===== config.mk =====
export PLATFORM = sky130hd
export DESIGN_NAME = alg_gpio_pwm
export DESIGN_NICKNAME = d
export VERILOG_FILES = /design/src/design/alg_pkg.sv /design/src/design/alg_gpio_pwm.sv
export VERILOG_INCLUDE_DIRS = /design/src /design/src/design
export SDC_FILE = /design/constraint.sdc
export NUM_CORES = 1
export LEC_CHECK = 0
export BUFFER_PORTS_ARGS = -buffer_cell sky130_fd_sc_hd__clkbuf_2
export CORE_MARGIN = 2
export CORE_UTILIZATION = 45
export DETAILED_ROUTE_END_ITERATION = 10
export HOLD_SLACK_MARGIN = 0.02
export PLACE_DENSITY = 0.68
export SYNTH_ARGS = -nofsm -noshare
export SYNTH_HDL_FRONTEND = slang
export SYNTH_SLANG_ARGS = --single-unit

===== constraint.sdc =====
create_clock -name clk_sys_in -period 4.6 [get_ports clk_sys_in]
set_clock_uncertainty 0.2 [all_clocks]
set_input_delay 0.46 -clock clk_sys_in [delete_from_list [all_inputs] [get_ports clk_sys_in]]
set_output_delay 0.46 -clock clk_sys_in [all_outputs]
set_load 0.02 [all_outputs]

===== src/design/alg_defs.svh =====
// Named constants for the audio link GPIO and PWM block.
// Assumes inclusion by its bare name from the design module.
`ifndef ALG_DEFS_SVH
`define ALG_DEFS_SVH

// ----------------------------------------------------------------------
// Register offsets
// ----------------------------------------------------------------------
`define ALG_ADDR_RX_LINK_STATUS 7'h06
`define ALG_ADDR_RX_INPUT_LEVELS 7'h07
`define ALG_ADDR_TX_OPERATING_MODES 7'h1A
`define ALG_ADDR_TX_AUX_INPUT_LEVELS 7'h20
`define ALG_ADDR_RX_OUTPUT_DRIVE 7'h41
`define ALG_ADDR_RX_PWM_ENABLE_RATE 7'h42
`define ALG_ADDR_RX_PWM_DUTY 7'h43

// ----------------------------------------------------------------------
// Reset values and field codes
// ----------------------------------------------------------------------
`define ALG_RESET_BYTE 8'h00
`define ALG_PWM_FUNC_OFF 2'h0
`define ALG_PWM_FUNC_ON 2'h3
`define ALG_SSEL_SPI 1'h0
`define ALG_SSEL_TWO_WIRE 1'h1

// ----------------------------------------------------------------------
// Timing
// ----------------------------------------------------------------------
`define ALG_CLK_MHZ 50
`define ALG_PWM_REF_MHZ 16
`define ALG_PWM_STEPS 8'hFF

`endif


===== src/design/alg_pkg.sv =====
// Types shared by the audio link GPIO and PWM block.
// Assumes alg_defs.svh is on the include path.
package alg_pkg;

   // ----------------------------------------------------------------------
   // Register layouts
   // ----------------------------------------------------------------------
   typedef struct packed {
      logic rf_tx_enable;
      logic audio_tx_power_down;
      logic wake_on_aux1;
      logic req_polarity;
      logic direct_mirror;
      logic spdif_enable;
      logic [1:0] mclk_control;
   } alg_tx_modes_t;

   typedef struct packed {
      logic exec_ok;
      logic gpio_mode;
      logic [5:0] reserved;
   } alg_link_status_t;

   typedef struct packed {
      logic strong_high_3;
      logic strong_low_2;
      logic strong_high_1;
      logic strong_low_0;
      logic [3:0] data;
   } alg_output_drive_t;

   typedef struct packed {
      logic [1:0] func;
      logic [5:0] rate;
   } alg_pwm_ctl_t;

   // ----------------------------------------------------------------------
   // Pin groups
   // ----------------------------------------------------------------------
   typedef struct packed {
      logic [3:0] level;
      logic [3:0] enable;
      logic [3:0] strong_high;
      logic [3:0] strong_low;
   } alg_gpio_out_t;

   typedef struct packed {
      logic rf_tx_enable;
      logic audio_tx_power_down;
      logic req_polarity;
      logic spdif_enable;
      logic [1:0] mclk_control;
   } alg_tx_ctl_t;

   // ----------------------------------------------------------------------
   // Whole module state
   // ----------------------------------------------------------------------
   typedef struct packed {
      alg_tx_modes_t tx_modes;
      logic [7:0] tx_aux_levels;
      logic aux1_prev;
      logic wake_flag;
      alg_link_status_t link_status;
      logic [3:0] rx_inputs;
      alg_output_drive_t out_drive;
      alg_pwm_ctl_t pwm_ctl;
      logic [7:0] pwm_duty;
      logic [6:0] ref_acc;
      logic [5:0] prescale;
      logic [7:0] step;
      alg_gpio_out_t gpio;
      logic [7:0] rdata;
      logic rvalid;
   } alg_state_t;

endpackage : alg_pkg


===== src/design/alg_gpio_pwm.sv =====
// Pin logic of a wireless audio streamer: transmitter aux inputs and mode
// register, receiver GPIO outputs with strong drive and PWM on output 3.
// Assumes a serial slave front end that delivers decoded byte accesses,
// and a configuration loader that reports its result with a pulse.
`timescale 1ns/1ps
`include "alg_defs.svh"

module alg_gpio_pwm
   import alg_pkg::*;
(
   // Clock and reset
   input wire logic clk_sys_in,
   input wire logic reset_in,
   // Role and interface select straps
   input wire logic audio_receiver_role_in,
   input wire logic iface_select_in,
   // Decoded register access from the serial slave
   input wire logic [6:0] reg_addr_in,
   input wire logic reg_wr_in,
   input wire logic [7:0] reg_wdata_in,
   input wire logic reg_rd_in,
   output logic [7:0] reg_rdata_out,
   output logic reg_rvalid_out,
   // Configuration loader result
   input wire logic config_done_in,
   input wire logic config_exec_ok_in,
   input wire logic config_gpio_mode_in,
   // Transmitter pins and link side
   input wire logic [2:0] tx_aux_inputs_in,
   output logic [2:0] tx_mirror_levels_out,
   output logic tx_mirror_enable_out,
   output alg_tx_ctl_t tx_ctl_out,
   // Receiver link side
   input wire logic [2:0] link_mirror_levels_in,
   input wire logic link_mirror_enable_in,
   input wire logic master_cs_enable_in,
   input wire logic [2:0] master_cs_in,
   // Receiver pins
   input wire logic [3:0] rx_general_inputs_in,
   output alg_gpio_out_t rx_gpio_out,
   // Serial slave and interrupt
   output logic slave_enable_out,
   output logic slave_two_wire_out,
   input wire logic [7:0] int_sources_in,
   input wire logic wake_flag_clear_in,
   output logic wake_event_out,
   output logic irq_out
);

   // ----------------------------------------------------------------------
   // Helpers
   // ----------------------------------------------------------------------
   function automatic logic addr_is(input logic [6:0] a, input logic [6:0] ref_a);
      addr_is = (a == ref_a);
   endfunction : addr_is

   function automatic logic is_tx_reg(input logic [6:0] a);
      is_tx_reg = addr_is(a, `ALG_ADDR_TX_OPERATING_MODES) ||
                  addr_is(a, `ALG_ADDR_TX_AUX_INPUT_LEVELS);
   endfunction : is_tx_reg

   // Strong drive exists only on the pins that the drive bits name
   function automatic logic [3:0] strong_high_map(input alg_output_drive_t d);
      strong_high_map = {d.strong_high_3, 1'b0, d.strong_high_1, 1'b0};
   endfunction : strong_high_map

   function automatic logic [3:0] strong_low_map(input alg_output_drive_t d);
      strong_low_map = {1'b0, d.strong_low_2, 1'b0, d.strong_low_0};
   endfunction : strong_low_map

   // Chip selects beat the mirror, the mirror beats the data bits
   function automatic logic [2:0] low_level_sel(input logic cs_en, input logic [2:0] cs,
                                                input logic mir_en, input logic [2:0] mir,
                                                input logic [2:0] data);
      if (cs_en) begin
         low_level_sel = cs;
      end else if (mir_en) begin
         low_level_sel = mir;
      end else begin
         low_level_sel = data;
      end
   endfunction : low_level_sel

   // Step counter wraps after the last of the period's steps
   function automatic logic [7:0] pwm_step_next(input logic [7:0] s);
      if (s >= (`ALG_PWM_STEPS - 8'h01)) begin
         pwm_step_next = 8'h00;
      end else begin
         pwm_step_next = s + 8'h01;
      end
   endfunction : pwm_step_next

   // Duty 0 keeps the pin low, full duty keeps it high
   function automatic logic pwm_level(input logic [7:0] s, input logic [7:0] duty);
      pwm_level = (s < duty);
   endfunction : pwm_level

   // Read mux; unmapped offsets read as zero
   function automatic logic [7:0] read_value(input logic [6:0] a, input alg_state_t s);
      read_value = `ALG_RESET_BYTE;
      unique case (a)
         `ALG_ADDR_RX_LINK_STATUS: begin
            read_value = {s.link_status.exec_ok,
                          s.link_status.gpio_mode, 6'h00};
         end
         `ALG_ADDR_RX_INPUT_LEVELS: begin
            read_value = {4'h0, s.rx_inputs};
         end
         `ALG_ADDR_TX_OPERATING_MODES: begin
            read_value = s.tx_modes;
         end
         `ALG_ADDR_TX_AUX_INPUT_LEVELS: begin
            read_value = s.tx_aux_levels;
         end
         `ALG_ADDR_RX_OUTPUT_DRIVE: begin
            read_value = s.out_drive;
         end
         `ALG_ADDR_RX_PWM_ENABLE_RATE: begin
            read_value = s.pwm_ctl;
         end
         `ALG_ADDR_RX_PWM_DUTY: begin
            read_value = s.pwm_duty;
         end
         default: begin
            read_value = `ALG_RESET_BYTE;
         end
      endcase
   endfunction : read_value

   // ----------------------------------------------------------------------
   // State
   // ----------------------------------------------------------------------
   alg_state_t st_ff;
   alg_state_t nxt_st;

   logic rx_role;
   logic gpio_active;
   logic two_wire;
   logic tx_access_ok;
   logic wake_event;
   logic ref_tick;
   logic pwm_on;
   logic [6:0] acc_sum;
   logic [2:0] low_levels;
   logic [3:0] strong_high_sel;
   logic [3:0] strong_low_sel;
   logic wr_tx_modes;
   logic wr_out_drive;
   logic wr_pwm_ctl;
   logic wr_pwm_duty;

   assign rx_role = audio_receiver_role_in;
   assign two_wire = (iface_select_in == `ALG_SSEL_TWO_WIRE);
   assign gpio_active = rx_role && st_ff.link_status.gpio_mode;
   assign tx_access_ok = !rx_role;
   assign pwm_on = (st_ff.pwm_ctl.func == `ALG_PWM_FUNC_ON);
   // Wake only from the transmitter mode register
   assign wake_event = !rx_role && st_ff.tx_modes.wake_on_aux1 &&
                       (tx_aux_inputs_in[1] != st_ff.aux1_prev);

   // Fractional accumulator gives an exact 16 MHz average from 50 MHz
   assign acc_sum = st_ff.ref_acc + 7'(`ALG_PWM_REF_MHZ);
   assign ref_tick = (acc_sum >= 7'(`ALG_CLK_MHZ));

   // ----------------------------------------------------------------------
   // Write decode
   // ----------------------------------------------------------------------
   // Transmitter registers refuse writes in the receiver role
   assign wr_tx_modes = reg_wr_in && tx_access_ok &&
                        addr_is(reg_addr_in, `ALG_ADDR_TX_OPERATING_MODES);
   assign wr_out_drive = reg_wr_in && addr_is(reg_addr_in, `ALG_ADDR_RX_OUTPUT_DRIVE);
   assign wr_pwm_ctl = reg_wr_in && addr_is(reg_addr_in, `ALG_ADDR_RX_PWM_ENABLE_RATE);
   assign wr_pwm_duty = reg_wr_in && addr_is(reg_addr_in, `ALG_ADDR_RX_PWM_DUTY);

   // ----------------------------------------------------------------------
   // Next state
   // ----------------------------------------------------------------------
   always_comb begin
      nxt_st = st_ff;
      nxt_st.rvalid = 1'b0;
      low_levels = 3'h0;
      strong_high_sel = 4'h0;
      strong_low_sel = 4'h0;

      // Aux inputs, bit 2 shares the SPI data-in pin
      nxt_st.aux1_prev = tx_aux_inputs_in[1];
      nxt_st.tx_aux_levels = {5'h00, two_wire & tx_aux_inputs_in[2],
                              tx_aux_inputs_in[1:0]};

      // Wake flag: a set in the clearing cycle wins
      if (wake_flag_clear_in) begin
         nxt_st.wake_flag = 1'b0;
      end
      if (wake_event) begin
         nxt_st.wake_flag = 1'b1;
      end

      // Configuration result latched once loaded
      if (config_done_in) begin
         nxt_st.link_status.exec_ok = config_exec_ok_in;
         nxt_st.link_status.gpio_mode = config_gpio_mode_in;
      end

      // Inputs 3:2 share slave pins; frozen while the slave owns them
      nxt_st.rx_inputs[1:0] = rx_general_inputs_in[1:0];
      if (gpio_active) begin
         nxt_st.rx_inputs[3:2] = rx_general_inputs_in[3:2];
      end

      // Register writes
      if (wr_tx_modes) begin
         nxt_st.tx_modes = alg_tx_modes_t'(reg_wdata_in);
      end
      if (wr_out_drive) begin
         nxt_st.out_drive = alg_output_drive_t'(reg_wdata_in);
      end
      if (wr_pwm_ctl) begin
         nxt_st.pwm_ctl = alg_pwm_ctl_t'(reg_wdata_in);
      end
      if (wr_pwm_duty) begin
         nxt_st.pwm_duty = reg_wdata_in;
      end

      // Register reads, answered one cycle later; unmapped reads zero
      if (reg_rd_in) begin
         nxt_st.rvalid = 1'b1;
         nxt_st.rdata = `ALG_RESET_BYTE;
         if (!is_tx_reg(reg_addr_in) || tx_access_ok) begin
            nxt_st.rdata = read_value(reg_addr_in, st_ff);
         end
      end

      // ----------------------------------------------------------------------
      // PWM timebase
      // ----------------------------------------------------------------------
      nxt_st.ref_acc = ref_tick ? (acc_sum - 7'(`ALG_CLK_MHZ)) : acc_sum;
      if (!pwm_on) begin
         // Restart the period so enabling starts cleanly
         nxt_st.prescale = 6'h00;
         nxt_st.step = 8'h00;
      end else if (ref_tick) begin
         if (st_ff.prescale >= st_ff.pwm_ctl.rate) begin
            nxt_st.prescale = 6'h00;
            nxt_st.step = pwm_step_next(st_ff.step);
         end else begin
            nxt_st.prescale = st_ff.prescale + 6'h01;
         end
      end

      // ----------------------------------------------------------------------
      // Receiver output pins
      // ----------------------------------------------------------------------
      low_levels = low_level_sel(master_cs_enable_in, master_cs_in, link_mirror_enable_in,
                                 link_mirror_levels_in, st_ff.out_drive.data[2:0]);
      strong_high_sel = strong_high_map(st_ff.out_drive);
      strong_low_sel = strong_low_map(st_ff.out_drive);

      if (gpio_active) begin
         nxt_st.gpio.level[2:0] = low_levels;
         if (pwm_on) begin
            nxt_st.gpio.level[3] = pwm_level(st_ff.step, st_ff.pwm_duty);
         end else begin
            nxt_st.gpio.level[3] = st_ff.out_drive.data[3];
         end
         nxt_st.gpio.enable = 4'hF;
         nxt_st.gpio.strong_high = strong_high_sel;
         nxt_st.gpio.strong_low = strong_low_sel;
      end else begin
         // Slave mode: pins belong to the serial port
         nxt_st.gpio = '0;
      end
   end

   // ----------------------------------------------------------------------
   // Registers
   // ----------------------------------------------------------------------
   always_ff @(posedge clk_sys_in) begin
      if (reset_in) begin
         st_ff <= '0;
      end else begin
         st_ff <= nxt_st;
      end
   end

   // ----------------------------------------------------------------------
   // Outputs
   // ----------------------------------------------------------------------
   assign reg_rdata_out = st_ff.rdata;
   assign reg_rvalid_out = st_ff.rvalid;
   assign rx_gpio_out = st_ff.gpio;

   // Mirror levels taken from the registered aux samples
   assign tx_mirror_levels_out = st_ff.tx_aux_levels[2:0];
   assign tx_mirror_enable_out = !rx_role && st_ff.tx_modes.direct_mirror;

   assign tx_ctl_out.rf_tx_enable = st_ff.tx_modes.rf_tx_enable;
   assign tx_ctl_out.audio_tx_power_down = st_ff.tx_modes.audio_tx_power_down;
   assign tx_ctl_out.req_polarity = st_ff.tx_modes.req_polarity;
   assign tx_ctl_out.spdif_enable = st_ff.tx_modes.spdif_enable;
   assign tx_ctl_out.mclk_control = st_ff.tx_modes.mclk_control;

   assign slave_enable_out = !gpio_active;
   assign slave_two_wire_out = two_wire;
   assign wake_event_out = wake_event;

   // In receiver GPIO mode the interrupt pin is held low
   always_comb begin
      if (gpio_active) begin
         irq_out = 1'b0;
      end else if (rx_role) begin
         irq_out = st_ff.wake_flag;
      end else begin
         irq_out = st_ff.wake_flag | (|int_sources_in);
      end
   end

endmodule : alg_gpio_pwm


* Word level (Yosys, flattened, before mapping)
Cells that the tools add are included.
** Cells by class
- Equality and inequality tests :: 9
- Bitwise logic cells :: 4
- Mux-type cells :: 14
- Reductions and logical operators :: 19
- Add/subtract/negate cells :: 4
- Order comparisons :: 4
** Operator list (count)
- $pmux W8 S7 :: 1
- $eq A7 B7 Y1 const B :: 3
- $mux W8 :: 2
- $eq A7 B3 Y1 const B :: 2
- $mux W12 :: 1
- $logic_and A1 B1 Y1 :: 9
- $add A8 B1 Y8 const B :: 1
- $ge A8 B8 Y1 const B :: 1
- $lt A8 B8 Y1 :: 1
- $reduce_or A8 Y1 :: 1
- $add A7 B5 Y7 const B :: 1
- $eq A7 B5 Y1 const B :: 1
- $eq A7 B6 Y1 const B :: 1
- $ge A7 B6 Y1 const B :: 1
- $mux W7 :: 1
- $sub A7 B6 Y7 const B :: 1
- $add A6 B1 Y6 const B :: 1
- $ge A6 B6 Y1 :: 1
- $mux W1 :: 6
- $mux W3 :: 2
- $mux W6 :: 1
- $reduce_or A2 Y1 :: 2
- $logic_not A1 Y1 :: 3
- $eq A2 B2 Y1 const B :: 1
- 7 further kinds :: 9
** Storage, ports and cells
- Word-level logic and storage cells :: 88
- Flip-flop bits (word level) :: 94
- Input bits :: 48
- Output and inout bits :: 39

* Longest topological paths before layout
Gate-level depths: netlist of run 1.
- Depth after elaboration :: 5
- Gate-level depth with buffers :: 8
- Gate-level depth less buffers :: 7

* Least setup slack after synthesis of run 1
No wires, ideal clock.
- Path type :: register -> register
- Start :: register st_ff[43] (netlist name)
- End :: register st_ff[32] (netlist name)
- Library setup time :: 0.070 ns
- Arrival :: 1.815 ns
- Period minus slack after synthesis :: 2.084 ns
- Cell stages (with the launch flop) :: 7
- Path slack :: 2.516 ns
- Buffers on the path :: 0
- Required time :: 4.330 ns
- Cell sequence :: dfxtp_1 -> inv_1 -> ha_1 -> nor3_1 -> nor2_2 -> or4_1 -> a21oi_1
** On the way
- Cells in the longest elaborated chain, start to end :: 3
** RTL lines
- from (decl) :: line alg_gpio_pwm.sv:133 : alg_state_t st_ff;
- from (signal assigned) :: line alg_gpio_pwm.sv:281 : st_ff <= nxt_st;
- $add A7 B5 Y7 :: line alg_gpio_pwm.sv:162 : assign acc_sum = st_ff.ref_acc + 7'(`ALG_PWM_REF_MHZ);
- $ge A7 B6 Y1 :: line alg_gpio_pwm.sv:163 : assign ref_tick = (acc_sum >= 7'(`ALG_CLK_MHZ));
- $reduce_and A2 Y1 (no line)
Every way passes these cells.
A chain may end at the register's enable or synchronous reset.

* Worst setup path after layout of run 1
- Start :: register st_ff[43] (netlist name)
- End :: register st_ff[30] (netlist name)
The elaborated chain is that of the path after synthesis.

==> results.md, run 1 <==
- Final nets: 580
- Detailed Routing Iterations Pass 1: 5
- Pleak: 2.07 nW
- Hold Crit Endpoint: st_ff[70]$_SDFF_PP0_
- Top FF cell, synth: dfxtp_1
- Final setup vio count: 0
- GPL Wtd Cong: 0.852
- Final worst path period share: 59.4%
- Die height: 100 um
- Die area: 10000 um2
- CTS Buf Count: 9
- Worst R2R Start: st_ff[43]$_SDFF_PP0_
- CP Max Fanout: 15
- Met2 usage: 28.6%
- Placed Area: 4400 um2
- Vias in the first global route: 3077
- Worst hold stages: 2
- Area Growth Syn to Fin: 11.6%
- CTS tree: yes
- Pre-CTS setup slack: 1.92 ns
- Global-route wire length before repair: 15200 um
- Antenna violation net count after detailed routing: 0
- Slowest CP cell: o31ai_2
- Slew margin rel.: 35.1%
- Initial Util: 45.6%
- GRT Max-Usage Layer: met2
- Worst-Margin Slew: 0.967 ns
- DRC: 0
- Max-capacitance violation count: 0
- CTS Buffer Depth: 2
- Post-synth EDFFs: 0
- Drt via density: 5.52
- Outcome: finished, final reports clean
- Critical Path Max Stage Delay: 0.86 ns
- Final Max Tran Viols: 0
- Pwr Density: 353 nW/um2
- Routed Wire Length: 9460 um
- Largest net degree at the start of global routing: 58
- Synth Register Bits: 80
- Commonest non-fill, non-tap cell in the layout: clkbuf_2
- Clock Sinks: 80
- Port Buffers: 82
- Hold Crit Class: primary input to register
- CTS Root Cell: clkbuf_8
- TNS Setup: 0 ns
- Final Non-Filler Cells: 628
- Hold slack: 0.0992 ns
- Synth async-reset ratio: 0%
- Synth Warn #: 0
- Top delay family on crit path: compound AO/OA/AOI/OAI gates
- Final Hold Viols: 0
- Met1 Track Usage GR: 28.1%
- Max frequency: 366 MHz
- IO Pins: 87
- GRT Overall Usage: 19.2%
- Core area: 9110 um2
- Layout cells sized above 1: 22.8%
- Worst-path clk slew: 0.09 ns
- Post_cts resized: 0
- R2r worst-path depth: 6
- CP Capture Type: register
- Gr ovfl total: 0
- Critical path required time: 4.70 ns
- Via count: 3469
- Wire length per cell: 15.1 um
- RSZ-0062 raised after global routing: no
- Min Tclk post-route: 2.73 ns
- Hold Path Origin: rx_general_inputs_in[0]
- CP Depth: 6
- # hold bufs at CTS: 0
- Mapped cell area: 4160 um2
- WP data arrival: 2.83 ns
- Antenna cells: 0
- Final HPWL DP: 7170 um
- Reg-to-Reg End: st_ff[30]$_SDFFE_PP0P_
- Site row count: 35
- Post-CTS Setup Repair Bufs: 0
- Htree depth: 3
- Synth Instances: 463
- Initial antenna violation count: 0
- Highest ir drop seen on vdd: 278 uV
- WP buf/inv: 1
- Sequential area share after synthesis: 38.5%
- PnR worst setup slack: 1.87 ns
- Worst R2R Setup Slack: 1.87 ns
- Post-synth cell types: 58
- CP Cell Sequence: inv_1, ha_1, o31ai_2, nand4_1, or3_1, a21oi_1
- Dpl cells: 612
- Fin area: 4640 um2
- Startpoint types: register
- Worst-Skew Late Latency: 0.37 ns
- Iter 0 DRT Violations: 275
- Commonest non-fill, non-tap cells in the layout: 82 x clkbuf_2, 80 x dfxtp_1, 45 x nor2_1, 32 x a21oi_1
- Worst Setup Path Type: register to register
- M3 GR Usage: 2.79%
- DIE WIDTH: 100 um
- Mean Syn Cell Area: 8.97 um2
metrics by stage:
step	utilization, %	total power, mW
after floorplan	-	0.970
after global placement	48.3	1.03
after detailed placement	48.3	1.04
after CTS	50.9	1.65
after global routing	50.9	1.71
final	50.9	1.64
flip-flops by register name (all words and copies together), names as in the netlist:
name                  flops
rx_gpio_out               9
tx_mirror_levels_out      3
reg_rdata_out             8
st_ff                    53
reg_rvalid_out            1
tx_ctl_out                6
layer usage:
metal / vias to the layer above / part of all wire [%]
met2: 120 / 45
li1: 1703 / -
met4: 0 / 1.3
met3: 11 / 5.3
met5: - / 0
met1: 1635 / 48
how the worst max path moves through the flow:
stage | start | end | slack (ns)
floorplan | st_ff[43]$_SDFF_PP0_ | st_ff[32]$_SDFFE_PP0P_ | 2.52
global placement | st_ff[43]$_SDFF_PP0_ | st_ff[30]$_SDFFE_PP0P_ | 2.02
detailed placement | st_ff[43]$_SDFF_PP0_ | st_ff[30]$_SDFFE_PP0P_ | 1.92
CTS | st_ff[43]$_SDFF_PP0_ | st_ff[30]$_SDFFE_PP0P_ | 1.90
global route | st_ff[43]$_SDFF_PP0_ | st_ff[29]$_SDFFE_PP0P_ | 1.71
finish | st_ff[43]$_SDFF_PP0_ | st_ff[30]$_SDFFE_PP0P_ | 1.87
cells in the mapped netlist (2+ instances only):
master	number	area share, %
a21o_1	2	0.36
xnor2_1	5	1.1
nand3_1	16	1.9
a211oi_1	3	0.54
or3_1	3	0.45
o211a_1	3	0.72
and3_1	4	0.60
o21bai_1	2	0.36
a32oi_1	2	0.42
a222oi_1	5	1.2
a211oi_2	3	0.90
nor4_1	4	0.60
ha_1	20	6.0
clkbuf_1	8	0.72
a22oi_1	4	0.72
nand2b_1	5	0.75
or4_1	3	0.54
nor2_1	45	4.1
o21ai_1	2	0.24
nand2_1	30	2.7
mux2_2	4	1.1
buf_2	4	0.48
buf_4	36	6.5
dfxtp_1	80	39
nor2b_1	9	1.4
nor3_1	8	0.96
a31oi_1	3	0.45
nor4_4	2	1.0
nand3_2	3	0.72
and2_1	4	0.60
a21oi_1	32	3.9
o31ai_1	3	0.54
xor2_1	6	1.3
mux2i_1	30	7.2
nand4_1	8	1.2
o21ai_0	7	0.84
inv_1	25	2.3
o21a_1	6	1.1
a22o_1	5	1.1
power by group:
part | total [mW] | internal (mW) | switching (mW)
Sequential | 0.737 | 0.714 | 0.0230
Clock | 0.607 | 0.318 | 0.289
Combinational | 0.292 | 0.104 | 0.188
Total | 1.64 | 1.14 | 0.499
kinds of logic (layout without fill, tap and decap cells):
group / after synthesis / count (layout) / share of synthesized area (%)
buffers and inverters: 74 / 125 / 10.1
multiplexers: 34 / 34 / 8.31
flip-flops: 80 / 80 / 38.5
XOR/XNOR: 11 / 11 / 2.32
AO/OA/AOI/OAI: 91 / 91 / 15.4
other: 1 / 4 / 0.0902
AND/OR/NAND/NOR: 152 / 152 / 19.2
adder cells (fa/ha/maj): 20 / 20 / 6.02
area by class of cell:
class	instances	area, um2
Clock buffer	9	124
Clock inverter	7	109
Fill cell	870	4470
Inverter	26	97.6
Multi-Input combinational cell	312	2150
Sequential cell	80	1600
Tap cell	111	139
Timing Repair Buffer	83	418
worst register-to-register path, stage by stage (launching register included):
cell and delay [ns]:
dfxtp_1 0.47, inv_1 0.08, ha_1 0.37, o31ai_2 0.86
nand4_1 0.21, or3_1 0.35, a21oi_1 0.13
Power figures use the tool's default switching activity.
==> run 2: changes to the inputs <==
==> constraint.sdc (replaced) <==
create_clock -name clk_sys_in -period 2.84 [get_ports clk_sys_in]
set_clock_uncertainty 0.2 [all_clocks]
set_input_delay 0.284 -clock clk_sys_in [delete_from_list [all_inputs] [get_ports clk_sys_in]]
set_output_delay 0.284 -clock clk_sys_in [all_outputs]
set_load 0.02 [all_outputs]
==> results.md, run 2 (synthesis gave the netlist of run 1 again) <==
- Outcome: finished, final reports clean
- Largest reg by FF count: st_ff
- Pwr Density: 541 nW/um2
- Site row count: 35
- Pleak: 2.17 nW
- Hold Crit Class: primary input to register
- Worst R2R Setup Slack: 0.56 ns
- IO Pins: 87
- Largest net degree at the start of global routing: 57
- Gr ovfl total: 0
- Met1 Track Usage GR: 27.5%
- Htree depth: 3
- Worst-Margin Slew: 0.707 ns
- Initial Util: 45.6%
- WP buf/inv: 1
- GRT Overall Usage: 20.2%
- Top delay family on crit path: compound AO/OA/AOI/OAI gates
- Drt via density: 5.53
- M3 GR Usage: 4.04%
- Via count: 3608
- DIE WIDTH: 100 um
- Fill cells: 847
- Final setup vio count: 0
- CTS Buf Count: 9
- GRT Max-Usage Layer: met2
- Initial antenna violation count: 0
- Clock Sinks: 80
- Worst-path clk slew: 0.09 ns
- CTS tree: yes
- Slowest CP cell: dfxtp_1
- Critical Path Max Stage Delay: 0.36 ns
- Slew margin rel.: 52.7%
- Seq. cell area: 1600 um2
- RSZ-0062 raised after global routing: no
- Post_cts resized: 0
- Area Growth Syn to Fin: 17.0%
- Worst setup path end: st_ff[28]$_SDFFE_PP0P_
- CTS Root Cell: clkbuf_8
- Antenna cells: 0
- DRC: 0
- GPL Wtd Cong: 0.918
- Global-route wire length before repair: 16000 um
- WP data arrival: 2.35 ns
- Detailed Routing Iterations Pass 1: 5
- Post-layout util: 53.4%
- CTS Buffer Depth: 2
- TNS Setup: 0 ns
- CP Max Fanout: 11
- Wire length per cell: 15.2 um
- Die height: 100 um
- Layout cells sized above 1: 22.4%
- Final nets: 605
- Total chip power: 2.63 mW
- Min Tclk post-route: 2.28 ns
- Max reg flops: 53
- Worst Setup Path Type: register to register
- Max frequency: 438 MHz
- CP Cell Sequence: inv_1, ha_1, a211o_1, a21oi_1, o21a_1, nor2_1, a311oi_1
- Hold slack: 0.0309 ns
- Critical path required time: 2.91 ns
- Vias in the first global route: 3369
- Highest ir drop seen on vdd: 466 uV
- Routed Wire Length: 9910 um
- Die area: 10000 um2
- Iter 0 DRT Violations: 211
- Commonest non-fill, non-tap cells in the layout: 82 x clkbuf_2, 80 x dfxtp_1, 45 x nor2_1, 32 x a21oi_1
- Worst-Skew Late Latency: 0.36 ns
- Port Buffers: 82
- Final HPWL DP: 7290 um
- Max-capacitance violation count: 0
- Crit path launch: st_ff[57]$_SDFFE_PP0P_
- CP Depth: 7
- R2r worst-path depth: 7
- Post-CTS Setup Repair Bufs: 0
- Reg-to-Reg End: st_ff[28]$_SDFFE_PP0P_
- Worst R2R Start: st_ff[57]$_SDFFE_PP0P_
- Startpoint types: register
- Met2 usage: 31.8%
- CP Capture Type: register
- Final Hold Viols: 0
- Area occupied by multi-input gates: 2150 um2
- Core area: 9110 um2
- Final Max Tran Viols: 0
- Antenna violation net count after detailed routing: 0
- Final worst path period share: 80.3%
- Commonest non-fill, non-tap cell in the layout: clkbuf_2
==> run 2: cell count changes in the layout (fill, tap and decap cells not counted) <==
| cell | previous run | this run |
|---|---|---|
| inv_6 | 2 | 1 |
| buf_4 | 1 | 5 |
| dlygate4sd3_1 | 0 | 21 |
| clkinvlp_4 | 0 | 1 |
| clkinv_4 | 1 | 2 |
| inv_8 | 2 | 0 |
==> run 2: layout make-up <==
cell class,count,area share (%)
clock inverter,6,1.93
clock buffer,9,2.55
inverter,26,2.01
timing repair buffer,108,13.5
multi-input combinational,312,44.2
tap,111,2.86
sequential,80,32.9
==> run 2: routing by layer <==
| metal | up-vias | part of all wire (%) |
|---|---|---|
| met5 | - | 0 |
| met3 | 24 | 6.0 |
| li1 | 1747 | - |
| met2 | 119 | 47 |
| met1 | 1718 | 45 |
| met4 | 0 | 2.2 |
==> run 2: how the worst min path moves through the flow <==
stage | from | to | slack [ns] | depth (start not counted)
after floorplan | rx_general_inputs_in[0] | st_ff[70]$_SDFF_PP0_ | 0.21 | 1
after detailed placement | st_ff[73]$_SDFFE_PP0P_ | st_ff[73]$_SDFFE_PP0P_ | 0.26 | 2
after global routing | reg_wdata_in[6] | st_ff[52]$_SDFFE_PP0P_ | 0.03 | 3
after global placement | st_ff[73]$_SDFFE_PP0P_ | st_ff[73]$_SDFFE_PP0P_ | 0.25 | 2
after CTS | reg_wdata_in[6] | st_ff[52]$_SDFFE_PP0P_ | 0.02 | 3
final | reg_wdata_in[6] | st_ff[52]$_SDFFE_PP0P_ | 0.03 | 3
==> run 2: per-stage QoR <==
step | std cells | area [um2] | setup slack [ns]
after floorplan | 466 | 4170 | 0.756
after global placement | 616 | 4430 | 0.635
after detailed placement | 616 | 4430 | 0.586
after CTS | 652 | 4860 | 0.569
after global routing | 652 | 4860 | 0.330
final | 652 | 4860 | 0.558
==> run 2: what timing repair did <==
item | CTS | global route
setup endpoints to repair | 0 | 0
endpoints found under the hold margin | 25 | 0
hold buffers | 21 | 0
==> run 2: power breakdown <==
group          switching (mW)  total (mW)  internal, mW
Clock                   0.435       0.931         0.496
Sequential             0.0367        1.19          1.16
Combinational           0.304       0.506         0.202
==> run 2: worst register-to-register path, delay by kind of cell, from the launching register on <==
| family | cells | cell delay [ns] |
|---|---|---|
| AND/OR/NAND/NOR | 1 | 0.20 |
| AO/OA/AOI/OAI | 4 | 1.10 |
| flip-flops | 1 | 0.36 |
| adder cells (fa/ha/maj) | 1 | 0.28 |
| buffers and inverters | 1 | 0.05 |
==> run 3: changes to the inputs <==
--- a/config.mk
+++ b/config.mk
@@ -11,7 +11,7 @@
 export CORE_UTILIZATION = 45
 export DETAILED_ROUTE_END_ITERATION = 10
 export HOLD_SLACK_MARGIN = 0.02
-export PLACE_DENSITY = 0.68
+export PLACE_DENSITY = 0.7
 export SYNTH_ARGS = -nofsm -noshare
 export SYNTH_HDL_FRONTEND = slang
 export SYNTH_SLANG_ARGS = --single-unit
==> constraint.sdc (replaced) <==
create_clock -name clk_sys_in -period 1.92 [get_ports clk_sys_in]
set_clock_uncertainty 0.2 [all_clocks]
set_input_delay 0.192 -clock clk_sys_in [delete_from_list [all_inputs] [get_ports clk_sys_in]]
set_output_delay 0.192 -clock clk_sys_in [all_outputs]
set_load 0.02 [all_outputs]
==> results.md, run 3 (synthesis gave the netlist of run 1 again) <==
- Hold slack: 0.0739 ns
- Final setup vio count: 6
- Hold Crit Endpoint: reg_rvalid_out$_SDFF_PP0_
- Violated checks: negative setup slack
- Final worst path period share: 104%
- Startpoint types: register
- Worst R2R Start: st_ff[58]$_SDFFE_PP0P_
- Antenna cells: 0
- Logic pwr share: 29.5%
- Area Growth Syn to Fin: 32.3%
- Max-capacitance violation count: 0
- Switch Pwr: 1.39 mW
- Clock share of power: 28.7%
- Port Buffers: 82
- Reg power frac: 41.9%
- CP Capture Type: register
- CTS Buffer Depth: 2
- Pwr Density: 769 nW/um2
- Final Max Tran Viols: 0
- Outcome: finished with violations
- Commonest non-fill, non-tap cells in the layout: 82 x clkbuf_2, 71 x dfxtp_1, 48 x buf_4, 44 x nor2_1
- Core area: 9110 um2
- Die height: 100 um
- PnR worst setup slack: -0.0785 ns
- Vias in the first global route: 3858
- Initial Util: 45.6%
- R2r worst-path depth: 7
- GRT Overall Usage: 22.7%
- Post-layout util: 60.4%
- Wire length per cell: 15.6 um
- Initial antenna violation count: 0
- Drt via density: 5.38
- IO Pins: 87
- GPL Wtd Cong: 0.931
- Int Power: 2.84 mW
- Max reg flops: 53
- DRC: 0
- Pleak: 2.47 nW
- Worst R2R Setup Slack: -0.08 ns
- Worst-Skew Late Latency: 0.37 ns
- Reg-to-Reg End: st_ff[29]$_SDFFE_PP0P_
- Worst-path clk slew: 0.10 ns
- Global-route wire length before repair: 18200 um
- Antenna violation net count after detailed routing: 0
- Via count: 3828
- Die area: 10000 um2
- Final Hold Viols: 0
- Detailed Routing Iterations Pass 1: 6
- CTS tree: yes
- Worst hold stages: 4
- Final nets: 663
- Max frequency: 500 MHz
- Fill cells: 775
- DIE WIDTH: 100 um
- Hold Crit Class: primary input to register
- RSZ-0062 raised after global routing: yes
- Largest net degree at the start of global routing: 38
- Critical path required time: 2.02 ns
- Htree depth: 3
- Sw Share: 32.9%
- CTS Buf Count: 9
- Site row count: 35
- Final HPWL DP: 7760 um
- Clock Sinks: 80
- CP Max Fanout: 5
- CTS Root Cell: clkbuf_8
- Iter 0 DRT Violations: 276
- Highest ir drop seen on vdd: 595 uV
- Worst Setup Path Type: register to register
- Layout cells sized above 1: 33.8%
- Routed Wire Length: 11100 um
- Largest reg by FF count: st_ff
- Hold Path Origin: reg_rd_in
- Gr ovfl total: 0
- Commonest non-fill, non-tap cell in the layout: clkbuf_2
- WP data arrival: 2.10 ns
- Min Tclk post-route: 2.00 ns
## run 3: cell count changes in the layout (fill, tap and decap cells not counted), moves of 5 or more
cell	previous run	this run
buf_4	5	48
dfxtp_1	80	71
dfxtp_2	0	8
dlygate4sd3_1	21	30
inv_6	1	6
## run 3: power groups by stage
stage               Combinational (mW)  Sequential (mW)  Clock, mW
CTS                               1.17             1.77       1.24
global placement                 0.950             1.80          0
finish                            1.25             1.77       1.21
floorplan                        0.593             1.81          0
global route                      1.37             1.78       1.29
detailed placement               0.973             1.80          0
## run 3: repair_timing
item	CTS	global route
cloned	1	0
endpoints found under the setup margin	15	18
setup buffers	7	2
gates resized for setup	19	16
hold buffers	30	0
pin swaps	14	20
endpoints found under the hold margin	46	0
## run 3: worst max-delay path by stage
stage	start	end	slack (ns)	cells after the start
6_report	st_ff[58]$_SDFFE_PP0P_	st_ff[29]$_SDFFE_PP0P_	-0.08	7
5_1_grt	st_ff[59]$_SDFFE_PP0P_	st_ff[29]$_SDFFE_PP0P_	-0.14	7
4_1_cts	st_ff[40]$_SDFFE_PP0P_	st_ff[29]$_SDFFE_PP0P_	-0.06	8
3_5_place_dp	st_ff[57]$_SDFFE_PP0P_	st_ff[28]$_SDFFE_PP0P_	-0.21	7
3_3_place_gp	st_ff[57]$_SDFFE_PP0P_	st_ff[28]$_SDFFE_PP0P_	-0.11	7
2_1_floorplan	st_ff[40]$_SDFFE_PP0P_	st_ff[32]$_SDFFE_PP0P_	-0.02	7
## run 3: area by class of cell
class / count / area (um2) / area share [%]
multi-input combinational: 313 / 2310 / 42.0
inverter: 26 / 97.6 / 1.77
tap: 111 / 139 / 2.53
clock buffer: 9 / 124 / 2.25
timing repair buffer: 165 / 1150 / 21.0
clock inverter: 7 / 60.1 / 1.09
sequential: 80 / 1620 / 29.4
## run 3: per-layer routing
metal | up-vias | track usage (%) | part of all wire, %
li1 | 1874 | - | -
met5 | - | 0 | 0
met3 | 13 | 4.25 | 5.2
met1 | 1802 | 30.1 | 45
met2 | 139 | 37.2 | 49
met4 | 0 | 7.69 | 1.1
## run 3: critical path, cell delays in order (launching register included)
cell     delay, ns
dfxtp_2       0.34
inv_1         0.04
ha_1          0.29
nand4_1       0.16
o21a_4        0.30
buf_6         0.12
or3_1         0.34
a21oi_1       0.14
## run 3: stage by stage
stage | total power [mW] | TNS [ns] | instances | area [um2] | setup slack, ns
floorplan | 2.40 | -0.0166 | 466 | 4210 | -0.0166
global route | 4.44 | -1.20 | 711 | 5500 | -0.143
CTS | 4.18 | -0.242 | 709 | 5420 | -0.0643
finish | 4.23 | -0.290 | 711 | 5500 | -0.0785
global placement | 2.75 | -0.631 | 655 | 4800 | -0.114
detailed placement | 2.77 | -2.01 | 655 | 4800 | -0.211
